--- src/core/rcc_regs.svh ---
`ifndef RCC_REGS_SVH
`define RCC_REGS_SVH

// Register byte offsets on the Avalon-MM slave
`define RCC_OFF_REASON 8'h00
`define RCC_OFF_MASK 8'h04
`define RCC_OFF_CTRL 8'h08
`define RCC_OFF_KEY 8'h0C
`define RCC_OFF_CFG 8'h10
`define RCC_OFF_STATE 8'h14

// Reason flag positions, shared by REASON and MASK
`define RCC_BIT_PIN 0
`define RCC_BIT_POR 1
`define RCC_BIT_WDOG 2
`define RCC_BIT_BROWN 3
`define RCC_BIT_CFG 4
`define RCC_BIT_SOFT 5
`define RCC_BIT_TRAP 6
`define RCC_BIT_ILLOP 7
`define RCC_NUM_SRC 8

// CTRL fields
`define RCC_CTRL_REGEN 0
`define RCC_CTRL_CLK_LO 4
`define RCC_CTRL_CLK_HI 7

// Reset values
`define RCC_RST_REASON 8'h02
`define RCC_RST_MASK 8'h00
`define RCC_RST_REGEN 1'b1
`define RCC_RST_CLKSEL 4'h0
`define RCC_RST_CFG 8'h00

// Software reset key sequence, written to KEY in this order
`define RCC_KEY_FIRST 32'h0000_AA99
`define RCC_KEY_SECOND 32'h0000_5566

// Reset pulse length
`define RCC_CLK_NS 8
`define RCC_HOLD_NS 128
`define RCC_HOLD_CYC ((`RCC_HOLD_NS + `RCC_CLK_NS - 1) / `RCC_CLK_NS)

`endif

--- src/core/rcc_pkg.sv ---
package rcc_pkg;

  // Reset sequencer states
  typedef enum logic [0:0] {
    RCC_RUN = 1'b0,
    RCC_HOLD = 1'b1
  } rcc_state_t;

  // Request lines from pin, supply monitors and processor core
  typedef struct packed {
    logic ext_pin_n;
    logic watchdog_timeout;
    logic cpu_sleep;
    logic brown_out_reset;
    logic trap_hard;
    logic trap_soft;
    logic illegal_opcode;
    logic reset_instr;
  } rcc_src_t;

  // Avalon-MM request bundle
  typedef struct packed {
    logic [7:0] address;
    logic read;
    logic write;
    logic [31:0] writedata;
  } rcc_avs_req_t;

endpackage : rcc_pkg

--- src/core/rcc_reset_cause.sv ---
// Summary of operation
// - A low external reset pin asserts system reset and sets the pin reason flag.
// - A pin reset leaves the selected clock source untouched.
// - Power-on produces an internal reset pulse and sets the power-on reason flag.
// - A watchdog time-out while running asserts reset and keeps the clock source.
// - A watchdog time-out in sleep or idle only wakes the processor.
// - Brown-out causes a reset only while the regulator is enabled.
// - Each configuration bit is stored with a complementary shadow bit.
// - Value and shadow are compared every cycle and a mismatch resets the device.
// - A reset instruction or key sequence asserts reset without touching the clock.
// - A hard and a soft trap in the same cycle cause a trap-conflict reset.
// - An illegal opcode fetch causes a reset.
// - Any request asserts reset at once, waiting for nothing pending.
// - Each source has a readable reason flag.
// - Reason flags clear singly, in groups or all by write-one, others keep their value.
// - Sources not built in a variant have no flag and are never reported.
// - Hardware sets the matching flag on reset and it stays until software or a power-on reset clears it.
`include "rcc_regs.svh"
`timescale 1ns/100ps
`default_nettype none

module rcc_reset_cause
  import rcc_pkg::*;
#(
  parameter int CFG_W = 8,
  parameter logic [`RCC_NUM_SRC-1:0] SRC_EN = 8'hFF,
  parameter int HOLD_CYC = `RCC_HOLD_CYC
) (
  input wire logic sys_clk,
  input wire logic rst_b,
  input wire rcc_avs_req_t avs_req,
  output logic [31:0] avs_readdata,
  output logic avs_waitrequest,
  input wire rcc_src_t src,
  input wire logic [CFG_W-1:0] cfg_upset,
  output logic sys_rst_n,
  output logic [3:0] clk_sel,
  output logic [CFG_W-1:0] cfg_value,
  output logic cpu_wake,
  output logic irq
);

  localparam int CW = $clog2(HOLD_CYC + 1);

  // Parameter limits
  generate
    if (CFG_W < 1 || CFG_W > 32) begin : g_bad_cfg
      $error("CFG_W must be 1 to 32");
    end
    if (HOLD_CYC < 1) begin : g_bad_hold
      $error("HOLD_CYC must be at least 1");
    end
    if (SRC_EN[`RCC_BIT_POR] == 1'b0) begin : g_bad_por
      $error("power-on source cannot be left out");
    end
  endgenerate

  // Whole state of the block
  typedef struct packed {
    rcc_state_t state;
    logic [CW-1:0] cnt;
    logic rst_n;
    logic [`RCC_NUM_SRC-1:0] reason;
    logic [`RCC_NUM_SRC-1:0] mask;
    logic reg_en;
    logic [3:0] clk_sel;
    logic [CFG_W-1:0] cfg_val;
    logic [CFG_W-1:0] cfg_shd;
    logic key_armed;
    logic wreq;
    logic [31:0] rdata;
    logic wake;
    logic irq;
  } rcc_core_t;

  rcc_core_t q;
  rcc_core_t d;

  // Address match, used by the read mux and the write decode
  function automatic logic hit(input logic [7:0] addr, input logic [7:0] off);
    hit = (addr == off);
  endfunction : hit

  logic wr_fire;
  logic req_any;
  logic mismatch;
  logic key_seq;
  logic [`RCC_NUM_SRC-1:0] ev;
  logic [`RCC_NUM_SRC-1:0] clr;
  logic [31:0] rd_mux;

  // Bus request decode; write acts at the edge that ends the waitrequest-low cycle
  assign req_any = avs_req.read | avs_req.write;
  assign wr_fire = avs_req.write & ~q.wreq;

  // Any pair that is not opposite is a mismatch
  assign mismatch = ~&(q.cfg_val ^ q.cfg_shd);

  // Second key after the first, with no other KEY write between, completes the software reset sequence
  assign key_seq = wr_fire & hit(avs_req.address, `RCC_OFF_KEY) & q.key_armed &
                   (avs_req.writedata == `RCC_KEY_SECOND);

  // Reset request per source, gated by the variant's source set
  always_comb begin
    ev = '0;
    ev[`RCC_BIT_PIN] = ~src.ext_pin_n;
    ev[`RCC_BIT_WDOG] = src.watchdog_timeout & ~src.cpu_sleep;
    ev[`RCC_BIT_BROWN] = src.brown_out_reset & q.reg_en;
    ev[`RCC_BIT_CFG] = mismatch;
    ev[`RCC_BIT_SOFT] = src.reset_instr | key_seq;
    ev[`RCC_BIT_TRAP] = src.trap_hard & src.trap_soft;
    ev[`RCC_BIT_ILLOP] = src.illegal_opcode;
    ev = ev & SRC_EN;
  end

  // Read data mux; unmapped addresses read zero
  always_comb begin
    rd_mux = '0;
    if (hit(avs_req.address, `RCC_OFF_REASON)) begin
      rd_mux[`RCC_NUM_SRC-1:0] = q.reason;
    end else if (hit(avs_req.address, `RCC_OFF_MASK)) begin
      rd_mux[`RCC_NUM_SRC-1:0] = q.mask;
    end else if (hit(avs_req.address, `RCC_OFF_CTRL)) begin
      rd_mux[`RCC_CTRL_REGEN] = q.reg_en;
      rd_mux[`RCC_CTRL_CLK_HI:`RCC_CTRL_CLK_LO] = q.clk_sel;
    end else if (hit(avs_req.address, `RCC_OFF_KEY)) begin
      rd_mux[0] = q.key_armed;
    end else if (hit(avs_req.address, `RCC_OFF_CFG)) begin
      rd_mux[CFG_W-1:0] = q.cfg_val;
    end else if (hit(avs_req.address, `RCC_OFF_STATE)) begin
      rd_mux[0] = ~q.rst_n;
      rd_mux[1] = mismatch;
    end
  end

  // Write-one-to-clear selection of reason flags
  assign clr = (wr_fire && hit(avs_req.address, `RCC_OFF_REASON)) ?
               avs_req.writedata[`RCC_NUM_SRC-1:0] : '0;

  // Next state
  always_comb begin
    d = q;

    // Waitrequest drops for one cycle per request, read data captured with it
    if (req_any && q.wreq) begin
      d.wreq = 1'b0;
      d.rdata = rd_mux;
    end else begin
      d.wreq = 1'b1;
    end

    // Flags are sticky; a set in the clearing cycle wins
    d.reason = ((q.reason & ~clr) | ev) & SRC_EN;

    // Register writes
    if (wr_fire && hit(avs_req.address, `RCC_OFF_MASK)) begin
      d.mask = avs_req.writedata[`RCC_NUM_SRC-1:0] & SRC_EN;
    end
    if (wr_fire && hit(avs_req.address, `RCC_OFF_CTRL)) begin
      d.reg_en = avs_req.writedata[`RCC_CTRL_REGEN];
      d.clk_sel = avs_req.writedata[`RCC_CTRL_CLK_HI:`RCC_CTRL_CLK_LO];
    end
    if (wr_fire && hit(avs_req.address, `RCC_OFF_CFG)) begin
      d.cfg_val = avs_req.writedata[CFG_W-1:0];
      d.cfg_shd = ~avs_req.writedata[CFG_W-1:0];
    end
    // Storage upsets flip shadow bits and are caught by the compare
    d.cfg_shd = d.cfg_shd ^ cfg_upset;

    // Key sequence: first key arms, any other key write disarms
    if (wr_fire && hit(avs_req.address, `RCC_OFF_KEY)) begin
      d.key_armed = (avs_req.writedata == `RCC_KEY_FIRST);
    end

    // Reset sequencer; clk_sel is never touched here
    case (q.state)
      RCC_RUN: begin
        if (|ev) begin
          d.state = RCC_HOLD;
          d.cnt = CW'(HOLD_CYC - 1);
          d.rst_n = 1'b0;
        end
      end
      RCC_HOLD: begin
        if (|ev) begin
          d.cnt = CW'(HOLD_CYC - 1);
        end else if (q.cnt == '0) begin
          d.state = RCC_RUN;
          d.rst_n = 1'b1;
        end else begin
          d.cnt = q.cnt - 1'b1;
        end
      end
      default: begin
        d.state = RCC_HOLD;
        d.cnt = CW'(HOLD_CYC - 1);
        d.rst_n = 1'b0;
      end
    endcase

    // Time-out in sleep or idle wakes instead of resetting
    d.wake = src.watchdog_timeout & src.cpu_sleep & SRC_EN[`RCC_BIT_WDOG];

    // Level interrupt from unmasked flags
    d.irq = |(d.reason & d.mask);
  end

  // State register; rst_b is the power-on reset with an internal pulse
  always_ff @(posedge sys_clk or negedge rst_b) begin
    if (!rst_b) begin
      q.state <= RCC_HOLD;
      q.cnt <= CW'(HOLD_CYC - 1);
      q.rst_n <= 1'b0;
      q.reason <= `RCC_RST_REASON;
      q.mask <= `RCC_RST_MASK;
      q.reg_en <= `RCC_RST_REGEN;
      q.clk_sel <= `RCC_RST_CLKSEL;
      q.cfg_val <= CFG_W'(`RCC_RST_CFG);
      q.cfg_shd <= ~CFG_W'(`RCC_RST_CFG);
      q.key_armed <= 1'b0;
      q.wreq <= 1'b1;
      q.rdata <= '0;
      q.wake <= 1'b0;
      q.irq <= 1'b0;
    end else begin
      q <= d;
    end
  end

  // Outputs straight from the state register
  assign avs_readdata = q.rdata;
  assign avs_waitrequest = q.wreq;
  assign sys_rst_n = q.rst_n;
  assign clk_sel = q.clk_sel;
  assign cfg_value = q.cfg_val;
  assign cpu_wake = q.wake;
  assign irq = q.irq;

endmodule : rcc_reset_cause

`default_nettype wire

--- config.mk ---
export PLATFORM = sky130hd
export DESIGN_NAME = rcc_reset_cause
export DESIGN_NICKNAME = d
export VERILOG_FILES = /design/src/core/rcc_pkg.sv /design/src/core/rcc_reset_cause.sv
export VERILOG_INCLUDE_DIRS = /design/src /design/src/core
export SDC_FILE = /design/constraint.sdc
export NUM_CORES = 1
export LEC_CHECK = 0
export ABC_AREA = 1
export CORE_MARGIN = 2
export CORE_UTILIZATION = 41
export DETAILED_ROUTE_END_ITERATION = 12
export DONT_BUFFER_PORTS = 1
export HOLD_SLACK_MARGIN = 0.06
export PLACE_DENSITY = 0.52
export SLEW_MARGIN = 20
export SYNTH_ARGS = -nofsm -noshare
export SYNTH_HDL_FRONTEND = slang
export SYNTH_SLANG_ARGS = --single-unit
--- constraint.sdc ---
create_clock -name sys_clk -period 3.2 [get_ports sys_clk]
set_input_delay 0 -clock sys_clk [delete_from_list [all_inputs] [get_ports sys_clk]]
set_output_delay 0 -clock sys_clk [all_outputs]
set_load 0.05 [all_outputs]
==> reports/metrics.cfg, run 1 <==
[run_status]
status = complete, no violations

[die]
coreArea_mm2 = 0.007807
die_area_mm2 = 0.008911
ios = 108
core.rowCount = 32
initial_utilization = 0.4292
fp.dieW_um = 94.40
fp.dieH_um = 94.40

[timing]
finalSetupViolCount = 0
tightest_slew_ns = 0.6454
slew_headroom = 0.5693
slew_viol_final = 0
max_clock_freq_ghz = 0.3814
min_period_over_period = 0.8193
clock_skew_ns = 0.007765
min_period_ns = 2.622
tns_ns = 0
rsz0062_at_grt = false
setup_ws_ns = 0.5781
final_hold_viol_count = 0

[grt]
met1_usage = 0.2734
grt_max_degree = 57
grtUsageMet3 = 0.04549
grt_pass1_wl_mm = 13.55
grt-ovfl-total = 0
grt_pass1_vias = 2669
grtUsageTotal = 0.2014
antenna_found_initial = 0
met2_usage = 0.3268
globalRoute.busiestLayer = met2

[clocking]
h-tree-depth = 2
cts.path.max_buffers = 2
cts_tree = built
cts_setup_buffers = 0
clk_pin_slew_ns = 0.11
insertion_delay_ns = 0.32
root_buffer = clkbuf_8
cts_buffers = 5
cts_resized = 0
cts.sinks = 56

[critical_path]
ff2ff_path_depth = 7
crit_buf_inv = 2
path_class = flop to flop
worst_ep_required_time_ns = 3.47
start_kind = flop
crit_fanout = 21
max_stage_delay_ns = 0.57
cp.arrival_ns = 2.89
r2r_end = q[36]
path_cells = nor2_2 > inv_2 > nor2_8 > nand2_1 > o21ai_0 > xnor2_1 > dlygate4sd3_1
r2r_slack_ns = 0.58
r2r_start = avs_waitrequest
worstSetupEndpointType = flop
critical_path.top_delay_family = simple AND/OR/NAND/NOR gates
crit_slowest_cell = dlygate4sd3_1

[yosys]
synth_edf_count = 0
synthFlopType = dfrtp_1
synth_common_cells = nand2_1, buf_4, inv_1
ys_types = 33
async_reset_ff_frac = 1.000
syn_inst = 432
netlist_area_mm2 = 0.003351
yosysTopAreaCell = dfrtp_1
syn_area_per_cell_um2 = 7.756
yosysTopAreaCellShare = 0.2987
yosys_register_bits = 56
ys_seq_area_frac = 0.4242
yosysWarnings = 0
yosysMostFrequentCell = nand2_1
synth_area_leaders = dfrtp_1, nand2_1, dfstp_2

[worst_hold_path]
hold_path_end = q[70]
hp-class = input port to flop
hp-start = avs_req[1]
hold_depth = 4

[finish]
diodes = 0
regArea_mm2 = 0.001421
fin_area_mm2 = 0.003754
final_nets = 519
utilization = 0.4808
drive_above_1_share = 0.1264
num-fill-cells = 810
syn2layout_area_growth_pct = 12.02
multi_input_area_mm2 = 0.001479

[routing]
vias_per_cell = 4.811
drc = 0
vias = 2699
drt_wl_total_mm = 8.520
ant_nets = 0
routedWlPerCell_um = 15.19
drtIter0Drc = 89
first_pass_iters = 4

[power_and_ir_drop]
peakVddDrop_mv = 0.1886
leakagePower_nw = 1.802
power_density_mw_per_mm2 = 475.6
total_power_w = 0.001785

[placed_design]
pre_cts_slack_ns = 1.048
detailed_place_hpwl_mm = 6.147
place_congestion = 0.8611
placed_cell_area_mm2 = 0.003203
portBuffers = 0

[run]
maxCapViolCount = 0

## through the flow
stage / instances / hold WS (ns)
floorplan: 455 / -0.2956
global placement: 509 / -0.2937
detailed placement: 509 / -0.2934
CTS: 561 / 0.06037
global route: 561 / 0.07908
finish: 561 / 0.07764
## cell families (layout without fill, tap and decap cells)
logic type	after synthesis	in the layout	share of synthesized area
XOR/XNOR	13	13	0.03398
other	1	24	0.001119
flip-flops	56	56	0.4242
AO/OA/AOI/OAI	40	40	0.07170
buffers and inverters	93	97	0.1602
adder cells (fa/ha/maj)	1	1	0.003734
AND/OR/NAND/NOR	226	226	0.2984
multiplexers	2	2	0.006721
## power breakdown
part	internal, W	switching (W)	total [W]	leakage [nW]
sequential	0.000816	0.0000926	0.000909	0.652
combinational	0.000225	0.000239	0.000464	1.10
clock	0.000174	0.000239	0.000412	0.0510
## layer usage
metal | vias to the layer above | wire length [um]
met3 | 7 | 601
met1 | 1250 | 3819
met5 | - | 0
li1 | 1347 | -
met2 | 95 | 3989
met4 | 0 | 110
## sequential cells by signal, summed over array words and instances, names as in the netlist
signal,flops
avs_readdata,8
clk_sel,4
avs_waitrequest,1
q,32
cpu_wake,1
irq,1
cfg_value,8
sys_rst_n,1
## worst max-delay path by stage
stage	from	endpoint	depth (start not counted)
after CTS	avs_waitrequest	q[36]	7
after floorplan	avs_waitrequest	clk_sel[2]	4
after global routing	avs_waitrequest	q[36]	7
final	avs_waitrequest	q[36]	7
after detailed placement	avs_waitrequest	irq	9
after global placement	avs_waitrequest	irq	9
## worst reg2reg max path: stages, from the launching register on
cell and delay [ns]:
dfstp_2 0.47, nor2_2 0.55, inv_2 0.21, nor2_8 0.39, nand2_1 0.12, o21ai_0 0.11, xnor2_1 0.14, dlygate4sd3_1 0.57
## cell type report
class,instances,share of cell area
clock buffers,6,0.02200
clock inverters,2,0.002667
inverters,44,0.04467
multi-input cells,306,0.3940
flip-flops and latches,56,0.3787
well taps,102,0.03400
repair buffers,45,0.1240
## placed cells by master, fill, tap and decap left out, types with 2 or more instances in the layout
master / instances
clkbuf_8: 6
nand4_1: 8
dfstp_2: 16
nor2_1: 39
nor4_1: 3
nand3_1: 24
nand2_2: 9
inv_1: 41
xor2_1: 2
xnor2_1: 11
dfrtp_1: 40
o2111ai_1: 3
nand2_1: 131
o21ai_0: 22
conb_1: 24
mux2_2: 2
nor2_2: 3
o21ai_2: 7
nor2_4: 4
a21oi_1: 6
clkinv_2: 2
dlygate4sd3_1: 43
inv_2: 2
## what timing repair did
action | CTS | global route
hold buffers | 44 | 0
endpoints found under the hold margin | 105 | 0
endpoints found under the setup margin | 0 | 0
(Power assumes the default switching activity.)
==> inputs of run 2 (changes only) <==
--- a/config.mk
+++ b/config.mk
@@ -12,7 +12,7 @@
 export DETAILED_ROUTE_END_ITERATION = 12
 export DONT_BUFFER_PORTS = 1
 export HOLD_SLACK_MARGIN = 0.06
-export PLACE_DENSITY = 0.52
+export PLACE_DENSITY = 0.54
 export SLEW_MARGIN = 20
 export SYNTH_ARGS = -nofsm -noshare
 export SYNTH_HDL_FRONTEND = slang
==> constraint.sdc (replaced) <==
create_clock -name sys_clk -period 2.2 [get_ports sys_clk]
set_input_delay 0 -clock sys_clk [delete_from_list [all_inputs] [get_ports sys_clk]]
set_output_delay 0 -clock sys_clk [all_outputs]
set_load 0.05 [all_outputs]
==> run 2 against run 1 <==
Final cell count rose by 2.5%. Cell area grew 3.2%. Worst setup slack got worse by 0.38 ns. Clock power increased by 43%. Die area did not move. Critical path depth increased by 4. Sequential power rose by 42%. Via count up 2.3%. Clock-buffer cell count is the same. Sequential share of layout area decreased by 1.2 points. Critical path type is now input port to flop.
==> reports/metrics.cfg, run 2 (synthesized netlist as in run 1, its figures left out) <==
[timing]
finalSetupViolCount = 0  ; unchanged
rsz0062_at_grt = false
max_clock_freq_ghz = 0.5008
min_period_over_period = 0.9077
min_period_ns = 1.997
tightest_slew_ns = 0.5418  ; -0.1036 ns
clock_skew_ns = 0.007848  ; +0.00008277 ns
setup_ws_ns = 0.2031  ; -0.3750 ns
slew_headroom = 0.6388  ; +0.06951
slew_viol_final = 0  ; unchanged
tns_ns = 0  ; unchanged
final_hold_viol_count = 0  ; unchanged

[routing]
first_pass_iters = 4  ; unchanged
drt_wl_total_mm = 8.511  ; -0.11%
drc = 0  ; unchanged
vias_per_cell = 4.802  ; -0.19%
ant_nets = 0  ; unchanged
routedWlPerCell_um = 14.80  ; -2.5%
drtIter0Drc = 125  ; +40%
vias = 2761  ; +2.3%

[die]
coreArea_mm2 = 0.007807  ; unchanged
fp.dieW_um = 94.40  ; unchanged
fp.dieH_um = 94.40  ; unchanged
ios = 108  ; unchanged
core.rowCount = 32  ; unchanged
initial_utilization = 0.4292  ; unchanged
die_area_mm2 = 0.008911  ; unchanged

[finish]
layout_commonest_cell = nand2_1
finalNonFillerCells = 575  ; +2.5%
drive_above_1_share = 0.1522  ; +0.02586
syn2layout_area_growth_pct = 15.65
diodes = 0  ; unchanged
top_register = q
final_nets = 533  ; +2.7%
mostFrequentLayoutCells = nand2_1, dlygate4sd3_1, inv_1
fin_area_mm2 = 0.003875  ; +3.2%
largest_reg_flops = 32  ; unchanged

[critical_path]
worstSetupEndpointType = flop
path_class = input port to flop
worst_ep_required_time_ns = 2.46  ; -1.01 ns
crit_fanout = 10  ; -52%
cp.arrival_ns = 2.25  ; -0.64 ns
start_kind = input port

[clocking]
root_buffer = clkbuf_8
cts_tree = built
cts.path.max_buffers = 2  ; unchanged
insertion_delay_ns = 0.31  ; about the same
h-tree-depth = 2  ; unchanged
clk_pin_slew_ns = 0.10  ; about the same
cts_buffers = 5  ; unchanged
cts.sinks = 56  ; unchanged

[placed_design]
place_congestion = 0.8580  ; -0.36%
pre_cts_slack_ns = 0.5483  ; -0.4994 ns
detailed_place_hpwl_mm = 6.141  ; about the same
placed_cells = 521  ; +2.4%
placed_cell_area_mm2 = 0.003293  ; +2.8%
portBuffers = 0  ; unchanged

[power_and_ir_drop]
leakagePower_nw = 1.868  ; +3.6%
power_density_mw_per_mm2 = 670.8  ; +41%
peakVddDrop_mv = 0.3174  ; +68%
total_power_w = 0.002599  ; +46%

[grt]
grt_max_degree = 57  ; unchanged
antenna_found_initial = 0  ; unchanged
grt_pass1_wl_mm = 13.67  ; +0.86%
grtUsageTotal = 0.1996  ; -0.001828
grt-ovfl-total = 0  ; unchanged
grt_pass1_vias = 2778  ; +4.1%

[run_status]
status = complete, no violations

[worst_hold_path]
hp-class = input port to flop

[run]
maxCapViolCount = 0  ; unchanged

[run 2: cell count changes in the layout (fill, tap and decap cells not counted)]
cell,delta
nor2_4,+1
buf_12,+1
buf_4,+12
[run 2: worst paths after layout]
| path | slack [ns] | startpoint | to | cells after the start |
|---|---|---|---|---|
| min in group asynchronous | 0.19 | rst_b | cfg_value[3] | 2 |
| worst max register to register | 0.25 | avs_waitrequest | q[36] | 7 |
| max in group asynchronous | 1.69 | rst_b | q[40] | 2 |
| worst max-delay path | 0.20 | avs_req[34] | q[37] | 11 |
| worst min register to register | 0.50 | q[66] | q[66] | 2 |
| worst min-delay path | 0.05 | avs_req[15] | q[70] | 5 |
[run 2: critical path, cell delays in order]
cell           delay, ns
dlygate4sd3_1       0.57
nor2_4              0.13
nand2_2             0.13
nor2_4              0.19
inv_4               0.11
nor2_8              0.13
buf_12              0.15
nand2_2             0.07
o21ai_2             0.07
xnor2_1             0.12
dlygate4sd3_1       0.57
[run 2: area by class of cell]
cell class	instances	area (um^2)
multi-input combinational	307	1490
clock buffer	6	82.58
fill	789	3933
sequential	56	1421
inverter	44	167.7
tap	102	127.6
clock inverter	2	10.01
timing repair buffer	58	575.6
[run 2: report_power, final]
part	total, W	internal [W]	switching (W)
registers	0.00129	0.00119	0.000103
clock network	0.000589	0.000252	0.000336
logic	0.000720	0.000340	0.000380
[run 2: through the flow]
step,util,hold slack [ns]
2_1_floorplan,-,-0.2956
3_3_place_gp,0.4218,-0.2938
3_5_place_dp,0.4218,-0.2935
4_1_cts,0.4923,0.06356
5_1_grt,0.4963,0.08897
6_report,0.4963,0.05453
[run 2: per-layer routing]
layer  up-vias  share of wire  track usage
li1       1370              -            -
met1      1286           0.45       0.2712
met2        99           0.47       0.3321
met3         6          0.064      0.03990
met4         0          0.010      0.04227
met5         -              0            0
[run 2: timing repair]
| action | in CTS | in global routing |
|---|---|---|
| endpoints found under the hold margin | 104 | 0 |
| buffers inserted | 0 | 1 |
| hold buffers | 44 | 0 |
| gates resized for setup | 0 | 0 |
| setup endpoints to repair | 0 | 7 |
